$ cat config.mk
export PLATFORM = sky130hd
export DESIGN_NAME = pgms_top
export DESIGN_NICKNAME = d
export VERILOG_FILES = /design/src/inc/pgms_pkg.sv /design/src/rtl/pgms_timer.sv /design/src/rtl/pgms_top.sv
export SDC_FILE = /design/constraint.sdc
export NUM_CORES = 1
export LEC_CHECK = 0
export ABC_AREA = 1
export BUFFER_PORTS_ARGS = -buffer_cell sky130_fd_sc_hd__buf_2
export CAP_MARGIN = 20
export CORE_MARGIN = 2
export CORE_UTILIZATION = 60
export CTS_BUF_LIST = sky130_fd_sc_hd__clkbuf_4
export DETAILED_ROUTE_END_ITERATION = 7
export HOLD_SLACK_MARGIN = 0.08
export PLACE_DENSITY = 0.84
export SETUP_SLACK_MARGIN = 0.02
export SLEW_MARGIN = 40
export SYNTH_ARGS = -nofsm -noshare
export SYNTH_HDL_FRONTEND = slang
export SYNTH_HIERARCHICAL = 1
export SYNTH_SLANG_ARGS = --single-unit
$ cat constraint.sdc
create_clock -name sys_clk -period 2 [get_ports sys_clk]
set_input_delay 0.1 -clock sys_clk [delete_from_list [all_inputs] [get_ports sys_clk]]
set_output_delay 0.1 -clock sys_clk [all_outputs]
set_load 0.1 [all_outputs]
$ cat src/inc/pgms_pkg.sv
// Purpose: shared constants and types of the power-good / mode status block
// Assumes: 40 MHz block clock
// Notes:   timing counts are derived from the printed times, rounded up
package pgms_pkg;

  localparam int CLK_PERIOD_NS = 25;
  localparam int HOLDOFF_US    = 20;
  localparam int STARTUP_MS    = 5;
  localparam int HOLDOFF_CYC   = (HOLDOFF_US * 1000 + CLK_PERIOD_NS - 1) / CLK_PERIOD_NS;
  localparam int STARTUP_CYC   = (STARTUP_MS * 1000000 + CLK_PERIOD_NS - 1) / CLK_PERIOD_NS;

  localparam logic       CLOCK_GATE_ENABLE_N_N_RST = 1'h1;
  localparam logic       PGOOD_OEN_RST = 1'h0;
  localparam logic       DRV_SKIP_RST = 1'h0;
  localparam logic [4:0] PINS_RST = 5'h00;

  typedef enum logic [5:0] {
    ST_SHUTDOWN  = 6'h01,
    ST_SOFTSTART = 6'h02,
    ST_BOOT      = 6'h04,
    ST_BOOT_VID  = 6'h08,
    ST_RUN       = 6'h10,
    ST_SOFTSTOP  = 6'h20
  } pgms_state_e;

  typedef enum logic [1:0] {
    MODE_1PH_SKIP = 2'h0,
    MODE_NM1_PWM  = 2'h1,
    MODE_N_PWM    = 2'h2,
    MODE_N_SKIP   = 2'h3
  } pgms_mode_e;

  localparam pgms_mode_e MODE_RST = MODE_N_SKIP;

  typedef struct packed {
    logic enable;
    logic deeperSleep;
    logic powerState;
    logic aboveUpper;
    logic belowLower;
  } pgms_pins_s;

endpackage : pgms_pkg

$ cat src/rtl/pgms_timer.sv
// Purpose: one-shot delay counter, busy for CYCLES clock cycles after start
// Assumes: start is a one-cycle pulse on sys_clk
// Notes:   a start while busy restarts the count
`timescale 1ns/100ps
`default_nettype none
module pgms_timer #(
  parameter int CYCLES = 800
) (
  input  wire logic sys_clk, // block clock
  input  wire logic rst_n,   // synchronous reset, active low
  input  wire logic start,   // begin the delay
  output var  logic busy     // high while counting
);
  localparam int W = $clog2(CYCLES + 1);
  localparam logic [W-1:0] LOAD = W'(CYCLES - 1);

  logic [W-1:0] cnt_r, cnt_nxt;
  logic         busy_r, busy_nxt;

  always_comb begin
    cnt_nxt  = cnt_r;
    busy_nxt = busy_r;
    if (start) begin
      cnt_nxt  = LOAD;
      busy_nxt = 1'b1;
    end else if (busy_r) begin
      if (cnt_r == '0) begin
        busy_nxt = 1'b0;
      end else begin
        cnt_nxt = cnt_r - W'(1);
      end
    end
  end

  always_ff @(posedge sys_clk) begin
    if (!rst_n) begin
      cnt_r  <= '0;
      busy_r <= 1'b0;
    end else begin
      cnt_r  <= cnt_nxt;
      busy_r <= busy_nxt;
    end
  end

  assign busy = busy_r;
endmodule : pgms_timer
`default_nettype wire

$ cat src/rtl/pgms_top.sv
// Purpose: operating-mode decode and clock-enable / power-good / driver-skip sequencing
// Assumes: comparator and pin inputs are asynchronous; sequencer events are on sys_clk
// Notes:   reset is the shutdown state; open-drain pin as out plus active-low enable
`timescale 1ns/100ps
`default_nettype none
module pgms_top #(
  parameter int HOLDOFF_CYC = pgms_pkg::HOLDOFF_CYC,
  parameter int STARTUP_CYC = pgms_pkg::STARTUP_CYC
) (
  input  wire logic           sys_clk,                  // 40 MHz block clock
  input  wire logic           rst_n,                    // synchronous reset, active low
  input  wire logic           enable,                   // regulator enable pin
  input  wire logic           deeperSleepRequest,       // sleep request pin
  input  wire logic           powerStateIndicator,      // power-state pin
  input  wire logic           feedbackSenseAboveUpper,  // feedback above upper threshold
  input  wire logic           feedbackSenseBelowLower,  // feedback below lower threshold
  input  wire logic           softStartDone,            // pulse: output reached boot voltage
  input  wire logic           softStopDone,             // pulse: soft-shutdown ramp finished
  input  wire logic           slewActive,               // slew controller ramping
  input  wire logic           slewDown,                 // ramp direction is downward
  output var  logic           clockGateEnableN,         // clock enable, active low
  output var  logic           outputRegulationGoodOut,  // power-good output level
  output var  logic           outputRegulationGoodOeN,  // power-good drive enable, active low
  output var  logic           externalDriverSkipCtrl,   // high forced PWM, low skip
  output var pgms_pkg::pgms_mode_e phaseMode            // decoded phase/skip mode
);

  // pin synchroniser: three stages, a change counts once stages two and three agree
  pgms_pkg::pgms_pins_s pinsRaw, syncA_r, syncB_r, syncC_r, pins_r, pins_nxt;

  assign pinsRaw = '{enable: enable, deeperSleep: deeperSleepRequest,
                     powerState: powerStateIndicator, aboveUpper: feedbackSenseAboveUpper,
                     belowLower: feedbackSenseBelowLower};

  always_comb begin
    pins_nxt = pins_r;
    if (syncB_r == syncC_r) begin
      pins_nxt = syncC_r;
    end
  end

  always_ff @(posedge sys_clk) begin
    if (!rst_n) begin
      syncA_r <= pgms_pkg::PINS_RST;
      syncB_r <= pgms_pkg::PINS_RST;
      syncC_r <= pgms_pkg::PINS_RST;
      pins_r  <= pgms_pkg::PINS_RST;
    end else begin
      syncA_r <= pinsRaw;
      syncB_r <= syncA_r;
      syncC_r <= syncB_r;
      pins_r  <= pins_nxt;
    end
  end

  // sequencing state
  pgms_pkg::pgms_state_e state_r, state_nxt;

  always_comb begin
    state_nxt = state_r;
    unique case (state_r)
      pgms_pkg::ST_SHUTDOWN: begin
        if (pins_r.enable) state_nxt = pgms_pkg::ST_SOFTSTART;
      end
      pgms_pkg::ST_SOFTSTART: begin
        if (!pins_r.enable) state_nxt = pgms_pkg::ST_SOFTSTOP;
        else if (softStartDone) state_nxt = pgms_pkg::ST_BOOT;
      end
      pgms_pkg::ST_BOOT: begin
        if (!pins_r.enable) state_nxt = pgms_pkg::ST_SOFTSTOP;
        else if (slewActive) state_nxt = pgms_pkg::ST_BOOT_VID;
      end
      pgms_pkg::ST_BOOT_VID: begin
        if (!pins_r.enable) state_nxt = pgms_pkg::ST_SOFTSTOP;
        else if (!slewActive) state_nxt = pgms_pkg::ST_RUN;
      end
      pgms_pkg::ST_RUN: begin
        if (!pins_r.enable) state_nxt = pgms_pkg::ST_SOFTSTOP;
      end
      pgms_pkg::ST_SOFTSTOP: begin
        if (softStopDone) state_nxt = pgms_pkg::ST_SHUTDOWN;
      end
      default: state_nxt = pgms_pkg::ST_SHUTDOWN;
    endcase
  end

  always_ff @(posedge sys_clk) begin
    if (!rst_n) state_r <= pgms_pkg::ST_SHUTDOWN;
    else        state_r <= state_nxt;
  end

  logic inOffPhase;
  assign inOffPhase = (state_r == pgms_pkg::ST_SHUTDOWN) || (state_r == pgms_pkg::ST_SOFTSTART)
                   || (state_r == pgms_pkg::ST_SOFTSTOP);

  // delays; the previous-slew flop bridges the cycle before the hold-off counter is busy
  logic slewPrev_r, slewPrev_nxt, holdBusy, startupBusy, startupStart;
  logic pend_r, pend_nxt;

  assign slewPrev_nxt = slewActive;
  assign startupStart = pend_r && !clockGateEnableN;

  pgms_timer #(.CYCLES(HOLDOFF_CYC)) u_holdoff (
    .sys_clk (sys_clk),
    .rst_n   (rst_n),
    .start   (slewPrev_r && !slewActive),
    .busy    (holdBusy)
  );

  pgms_timer #(.CYCLES(STARTUP_CYC)) u_startup (
    .sys_clk (sys_clk),
    .rst_n   (rst_n),
    .start   (startupStart),
    .busy    (startupBusy)
  );

  logic inTransition, startupHold;
  assign inTransition = slewActive || slewPrev_r || holdBusy;
  assign startupHold  = pend_r || startupBusy;

  // startup delay armed at soft-start, fired by the first low clock-enable
  always_comb begin
    pend_nxt = pend_r;
    if (state_r == pgms_pkg::ST_SOFTSTART) pend_nxt = 1'b1;
    else if (state_r == pgms_pkg::ST_SHUTDOWN) pend_nxt = 1'b0;
    else if (startupStart) pend_nxt = 1'b0;
  end

  always_ff @(posedge sys_clk) begin
    if (!rst_n) begin
      slewPrev_r <= 1'b0;
      pend_r     <= 1'b0;
    end else begin
      slewPrev_r <= slewPrev_nxt;
      pend_r     <= pend_nxt;
    end
  end

  // upper-threshold blanking: one flag serves both outputs so they stay complementary outside the startup hold (startupHold)
  logic blank_r, blank_nxt, inReg;

  always_comb begin
    blank_nxt = blank_r;
    if (slewActive && slewDown && !externalDriverSkipCtrl) begin
      blank_nxt = 1'b1;
    end else if (!inTransition && !pins_r.aboveUpper && !pins_r.belowLower) begin
      blank_nxt = 1'b0;
    end
    if (inOffPhase) blank_nxt = 1'b0;
  end

  always_ff @(posedge sys_clk) begin
    if (!rst_n) blank_r <= 1'b0;
    else        blank_r <= blank_nxt;
  end

  assign inReg = !pins_r.belowLower && (!pins_r.aboveUpper || blank_r);

  // mode decode
  pgms_pkg::pgms_mode_e mode_r, mode_nxt;
  logic clkEnN_r, clkEnN_nxt, pgOeN_r, pgOeN_nxt, skip_r, skip_nxt, pgOut_r;

  always_comb begin
    unique case (state_r)
      pgms_pkg::ST_SHUTDOWN, pgms_pkg::ST_SOFTSTART, pgms_pkg::ST_BOOT:
        mode_nxt = pgms_pkg::MODE_N_SKIP;
      pgms_pkg::ST_BOOT_VID, pgms_pkg::ST_SOFTSTOP:
        mode_nxt = pgms_pkg::MODE_N_PWM;
      default: begin
        if (pins_r.deeperSleep) mode_nxt = pgms_pkg::MODE_1PH_SKIP;
        else if (!pins_r.powerState) mode_nxt = pgms_pkg::MODE_NM1_PWM;
        else mode_nxt = pgms_pkg::MODE_N_PWM;
      end
    endcase
  end

  // outputs
  always_comb begin
    if (inOffPhase) clkEnN_nxt = 1'b1;
    else if (inTransition) clkEnN_nxt = 1'b0;
    else clkEnN_nxt = !inReg;

    if (inOffPhase) pgOeN_nxt = 1'b0;
    else if (startupHold) pgOeN_nxt = 1'b0;
    else if (inTransition) pgOeN_nxt = 1'b1;
    else pgOeN_nxt = inReg;

    // drivers shut down once soft-stop ends and shutdown selects skip
    skip_nxt = (mode_nxt == pgms_pkg::MODE_N_PWM) || (mode_nxt == pgms_pkg::MODE_NM1_PWM);
  end

  always_ff @(posedge sys_clk) begin
    if (!rst_n) begin
      mode_r   <= pgms_pkg::MODE_RST;
      clkEnN_r <= pgms_pkg::CLOCK_GATE_ENABLE_N_N_RST;
      pgOeN_r  <= pgms_pkg::PGOOD_OEN_RST;
      skip_r   <= pgms_pkg::DRV_SKIP_RST;
      pgOut_r  <= 1'b0;
    end else begin
      mode_r   <= mode_nxt;
      clkEnN_r <= clkEnN_nxt;
      pgOeN_r  <= pgOeN_nxt;
      skip_r   <= skip_nxt;
      pgOut_r  <= 1'b0;
    end
  end

  assign clockGateEnableN        = clkEnN_r;
  assign outputRegulationGoodOeN = pgOeN_r;
  assign outputRegulationGoodOut = pgOut_r;
  assign externalDriverSkipCtrl  = skip_r;
  assign phaseMode               = mode_r;

  property p_sleep_mode;
    @(posedge sys_clk) disable iff (!rst_n)
    (state_r == pgms_pkg::ST_RUN && pins_r.deeperSleep) |=> (mode_r == pgms_pkg::MODE_1PH_SKIP);
  endproperty
  a_sleep_mode: assert property (p_sleep_mode) else $error("sleep did not select 1-phase skip");

  property p_clock_gate_enable_n_off;
    @(posedge sys_clk) disable iff (!rst_n)
    inOffPhase |=> clkEnN_r;
  endproperty
  a_clock_gate_enable_n_off: assert property (p_clock_gate_enable_n_off) else $error("clock enable not high when off");

  property p_clock_gate_enable_n_hold;
    @(posedge sys_clk) disable iff (!rst_n)
    (state_r == pgms_pkg::ST_RUN && $fell(slewActive) && pins_r.enable) ##1 (state_r == pgms_pkg::ST_RUN) [*8]
      |-> !clkEnN_r;
  endproperty
  a_clock_gate_enable_n_hold: assert property (p_clock_gate_enable_n_hold) else $error("clock enable released inside hold-off");

  property p_inverse;
    @(posedge sys_clk) disable iff (!rst_n)
    (state_r == pgms_pkg::ST_RUN && !startupHold && state_nxt == pgms_pkg::ST_RUN) |=> (clkEnN_r == !pgOeN_r);
  endproperty
  a_inverse: assert property (p_inverse) else $error("clock enable not inverse of power-good");

  property p_pg_startup;
    @(posedge sys_clk) disable iff (!rst_n)
    (state_r == pgms_pkg::ST_BOOT && startupHold) |=> !pgOeN_r;
  endproperty
  a_pg_startup: assert property (p_pg_startup) else $error("power-good released during startup delay");

  property p_pg_off;
    @(posedge sys_clk) disable iff (!rst_n)
    (state_r == pgms_pkg::ST_SHUTDOWN || state_r == pgms_pkg::ST_SOFTSTOP) |=> !pgOeN_r;
  endproperty
  a_pg_off: assert property (p_pg_off) else $error("power-good not low in shutdown");

  property p_pg_slew;
    @(posedge sys_clk) disable iff (!rst_n)
    (slewActive && state_r == pgms_pkg::ST_RUN && !startupHold) |=> pgOeN_r;
  endproperty
  a_pg_slew: assert property (p_pg_slew) else $error("power-good driven during ramp");

  property p_skip_end;
    @(posedge sys_clk) disable iff (!rst_n)
    (state_r == pgms_pkg::ST_SOFTSTOP && softStopDone) |=> ##1 !skip_r;
  endproperty
  a_skip_end: assert property (p_skip_end) else $error("driver skip not low after soft-stop");

  property p_boot_mode;
    @(posedge sys_clk) disable iff (!rst_n)
    (state_r == pgms_pkg::ST_SOFTSTART) |=> (mode_r == pgms_pkg::MODE_N_SKIP && !skip_r);
  endproperty
  a_boot_mode: assert property (p_boot_mode) else $error("startup not in N-phase skip");

endmodule : pgms_top
`default_nettype wire

* Word-level counts from Yosys, hierarchy flattened *
Index checks and enable logic that the tools add are counted.

cells by class
  $add $sub $neg = 2
  $mul = 0
  div/mod/pow operators = 0
  magnitude comparators = 0
  equal/unequal tests = 17
  shift-type cells = 0
  multiplexer cells = 32
  bitwise gates (word level) = 3
  reductions and logical operators = 38

operators with widths
  kind                                                 number
  2-to-1 mux 18 bit                                    3
  2-to-1 mux 6 bit                                     9
  one-hot mux 6 bit (6 select lines)                   1
  2-to-1 mux 10 bit                                    3
  logical NOT 18 bit                                   1
  subtractor 18 x 1 -> 18 bit (second input constant)  1
  2-to-1 mux 1 bit                                     13
  logical NOT 10 bit                                   1
  subtractor 10 x 1 -> 10 bit (second input constant)  1
  != test 3 bit (second input constant)                3
  != test 2 bit (second input constant)                4
  AND reduction 2 bit                                  4
  OR reduction 2 bit                                   4
  logical AND 1 bit                                    7
  logical NOT 1 bit                                    7
  logical OR 1 bit                                     7
  == test 6 x 1 -> 1 bit (second input constant)       1
  == test 6 x 2 -> 1 bit (second input constant)       1
  == test 6 x 3 -> 1 bit (second input constant)       1
  == test 6 x 4 -> 1 bit (second input constant)       1
  == test 6 x 5 -> 1 bit (second input constant)       1
  == test 6 bit (second input constant)                1
  AND reduction 6 bit                                  1
  nonzero test 2 bit                                   3
  other kinds (9)                                      13

word-level totals
  register bits = 64
  latch bits = 0
  RAM bits = 0
  bits in read-only memories = 0
  input bits = 11
  output and inout bits = 6
  memories = 0

* Logic depth before layout (Yosys ltp) *
  depth in word-level cells = 7
  mapped depth = 10
  depth with buffers taken out = 10

* By module *
Netlist, hierarchy kept.

modules (own cells, without submodules)
  module                  instances  cells each  area an instance (µm²)  seq. area each (µm²)
  pgms_top                1          209         1529.0                  680.7
  pgms_timer (u_startup)  1          195         1227.4                  380.4
  pgms_timer (u_holdoff)  1          104         684.4                   220.2

* Worst setup path after synthesis *
No wires, ideal clock.

  path kind = reg-to-reg
  from = reg clkEnN_r, in the netlist clockGateEnableN
  to = reg u_startup.cnt_r[4]
  library setup time = 0.117 ns
  arrival = 1.582 ns
  data required time = 1.883 ns
  setup slack = 0.300 ns
  stages on the path, launching flop included = 7
  period minus slack after synthesis = 1.700 ns
  path through = dfxtp_1 nor2_1 inv_1 buf_2 nand2_1 nor2_1 nor2_1

between the ends
  cells in the longest elaborated chain, start to end = 4

RTL lines
  item                                                                  RTL line          RTL
  start: declaration                                                    pgms_top.sv:161   logic clkEnN_r, clkEnN_nxt, pgOeN_r, pgOeN_nxt, skip_r, skip_nxt, pgOut_r;
  start signal: assignment                                              pgms_top.sv:195   clkEnN_r <= pgms_pkg::CLOCK_GATE_ENABLE_N_N_RST;
  start signal: assignment                                              pgms_top.sv:201   clkEnN_r <= clkEnN_nxt;
  logical NOT 1 bit *                                                   pgms_top.sv:101   assign startupStart = pend_r && !clockGateEnableN;
  logical AND 1 bit *                                                   pgms_top.sv:101
  via startupStart                                                      pgms_top.sv:97    logic slewPrev_r, slewPrev_nxt, holdBusy, startupBusy, startupStart;
  != test 2 bit (no source line) or nonzero test 2 bit (tied branches)  --
  AND reduction 2 bit (no source line)                                  --
  end signal: assignment                                                pgms_timer.sv:40  cnt_r <= cnt_nxt;
  end: declaration                                                      pgms_timer.sv:17  logic [W-1:0] cnt_r, cnt_nxt;

The timed path passes the listed nets; every way through them passes the cells marked *.
A chain may end at the register's enable or synchronous reset.

* Worst setup path after layout *
  from = reg u_startup.cnt_r[0]
  to = reg u_startup.cnt_r[5]

between the ends
  cells in the longest elaborated chain, start to end = 4

RTL lines
  item                         RTL line          RTL
  subtractor 18 x 1 -> 18 bit  pgms_timer.sv:30  cnt_nxt = cnt_r - W'(1);
  2-to-1 mux 18 bit            pgms_timer.sv:27  if (cnt_r == '0) begin
  2-to-1 mux 18 bit            pgms_timer.sv:26  end else if (busy_r) begin
  2-to-1 mux 18 bit            pgms_timer.sv:23  if (start) begin

Several ways; a longest one is shown, not always the timed one. The select of a mux whose other input is x is not followed.

==> results by group <==
Clock tree
  – H-tree Lvls: 3
  – Post-CTS sizing: 0
  – Clock latency on the worst-skew pair: approximately 400 ps
  – CTS buffer count: 9
  – Clk slew on worst S/H paths: 110 ps
  – Clk sink count: 64
  – CTS tree: done
  – Worst-case clock buffer depth: 2
  – CTS root buffer: clkbuf_4

Synthesis
  – Seq/Total Area, Yosys: 0.372
  – Yosys top cell area share: 0.372
  – Yosys warnings: 6
  – Cell taking the most area after synthesis: dfxtp_1
  – Cell variety after synth: 35
  – Syn Std Cell Area: between 3000 and 4000 µm²
  – Syn nets: 523
  – Cells after synthesis: ~500
  – Mean Syn Cell Area: slightly below 7 µm²
  – Top cells by area, synth: dfxtp_1, nand2_1, nor2_1
  – FF+latch count, synth: 64

Placed design
  – IO buf count: 15
  – Setup WS pre-CTS: 391 ps
  – DP HPWL: 5050 µm
  – Placed Area: 3580 µm²
  – Placed insts: 590
  – Placer congestion estimate: 0.925

Detailed routing
  – Drt drc: 0
  – Via Count: 3192
  – Routed WL per cell: 11.4 µm
  – Initial drt markers: about 270
  – Routed Antenna Nets: 0
  – Vias per cell: 5.20
  – Drt pass-1 iters: 5
  – Post-Route WL: 7020 µm

Worst setup path
  – CP cell instances: inv_1, ha_1, nand3_2, nor2_4, nand2_4, nand2_4, nand2_2, nor2_1, nor2_1, nor2_1
  – Critical Path RT: 2340 ps
  – Startpoint types: flop
  – Worst-path fanout max: 12
  – Crit path kind: flop to flop
  – Worst path max stage delay: between 300 and 400 ps
  – Worst setup path startpoint: u_startup/cnt_r[0]
  – Worst flop-to-flop path startpoint: u_startup/cnt_r[0]
  – Buf/Inv on CP: 1
  – CP delay by family, top: simple AND/OR/NAND/NOR gates
  – Top cell by count, worst path: nor2_1
  – CP Capture Type: flop
  – Worst Path Arrival: 1990 ps
  – Crit path max-delay cell type: dfxtp_1

Floorplan
  – Die width: 79.7 µm
  – Die Y: 79.7 µm
  – # rows: 27
  – Starting Density: 0.625
  – Core area: 5510 µm²
  – Die area: about 6400 µm²
  – I/O pins: 17

Final layout
  – Diode count: 0
  – Final instance area: 3800 µm²
  – Most frequent cells in the layout: nand2_1, nor2_1, inv_1
  – Fin cells: 614
  – Core Util, Final: 0.691
  – Area of the multi-input gates: ~1800 µm²
  – Register area: 1280 µm²
  – P&R area growth vs syn: 10.5%
  – Commonest non-fill, non-tap cell in the layout: nand2_1
  – Nets@finish: ~550
  – Filler cells: ~480
  – Share of layout cells above drive strength 1: 0.142

GRT
  – Initial antenna violation count: 0
  – Largest net degree at the start of global routing: 18
  – Number of global-route vias before repair: 2784
  – First-pass GRT wire length: 12000 µm
  – GR Overflow Total: 0
  – Total GRT Usage: 0.239

STA
  – Tmin final: 1650 ps
  – Period utilisation layout: 0.823
  – # setup viols final: 0
  – Final Max Tran Viols: 0
  – Worst Hold Slack: 99.4 ps
  – Max Clock Freq: 0.607 GHz
  – TNS Setup: 0 ps
  – Worst clock skew: approximately 21 ps
  – RSZ-0062 raised after global routing: false
  – Final Hold Fails: 0
  – Setup WS post-layout: approximately 350 ps

Status
  – Outcome: completed

Power
  – Pwr Density: 1080 nW/µm²
  – VDD IR max: approximately 0.00083 V
  – Leakage: 1.97 nW
  – Final total power: 4.11 mW

Min path
  – Hold_sp: slewDown
  – Tightest Hold Check Type: input pin to flop

Job
  – Reported max-cap violation count: 0
-- where the power goes --
group          switching, mW  internal [mW]  total [mW]
clock                  0.497          0.380       0.877
combinational           1.19          0.492        1.68
sequential             0.123           1.43        1.55
-- registers in the layout (all words and copies together) (netlist names), 2 cells and up --
register / count
u_startup/cnt_r: 18
state_r: 6
syncB_r: 5
pins_r: 5
syncC_r: 5
syncA_r: 5
u_holdoff/cnt_r: 10
phaseMode: 2
-- worst paths after layout --
path | end | slack [ps] | depth (start not counted)
setup reg to reg | u_startup/cnt_r[5] | 350 | 10
setup / recovery | u_startup/cnt_r[5] | 350 | 10
hold reg to reg | syncB_r[1] | 420 | 2
hold / removal | blank_r | 100 | 5
-- kinds of logic (layout without fill, tap and decap cells) --
kind of cell / Yosys count / after routing / synth area share
adders and majority gates: 4 / 4 / 0.0145
and+or+nand+nor: 301 / 301 / 0.412
xor gates and xnor gates: 17 / 17 / 0.0433
other: 1 / 1 / 0.00109
buffers and inverters: 85 / 119 / 0.0993
AOI/OAI and AO/OA: 36 / 36 / 0.0571
DFF: 64 / 64 / 0.372
-- timing repair --
| action | CTS | global route |
|---|---|---|
| buffers inserted | 0 | 0 |
| endpoints found under the hold margin | 13 | 0 |
| hold buffers | 8 | 0 |
-- cells in the mapped netlist --
cell / instances
a21boi_2: 1
nor3b_1: 1
nand2_2: 5
nor3_1: 7
dfxtp_1: 64
nor3_2: 1
clkinv_1: 1
o21ai_0: 7
xnor2_1: 5
nand2_4: 3
a21oi_1: 21
nor2_4: 4
a21oi_2: 1
xor2_1: 12
buf_2: 3
ha_1: 4
nand4_1: 19
inv_1: 70
nand2_1: 115
nand3b_1: 2
nand3_2: 6
buf_4: 1
nand3_4: 2
nand3_1: 38
o2111ai_1: 1
and2_1: 1
nor2_1: 83
nor2_2: 13
o21ai_1: 3
clkbuf_1: 4
or2_2: 1
a31oi_1: 2
inv_2: 4
conb_1: 1
buf_6: 2
-- per-layer routing --
metal	track usage	up-vias	share of wire
met5	0	-	0
met4	0.0862	0	0.015
met3	0.0509	16	0.053
met2	0.383	93	0.46
met1	0.316	1431	0.47
li1	-	1652	-
-- tightest hold or removal path: stages --
cell and delay (ps):
buf_2 90, nand2_1 60, nor2_1 40, a21oi_1 120, nor3_1 60
-- area by class of cell --
class,count,area share
Inverter,75,0.0740
Clock buffer,9,0.0178
Multi-Input combinational cell,359,0.478
Timing Repair Buffer,28,0.0507
Tap cell,72,0.0237
Sequential cell,64,0.337
Clock inverter,7,0.0191
Power figures use the tool's default switching activity.
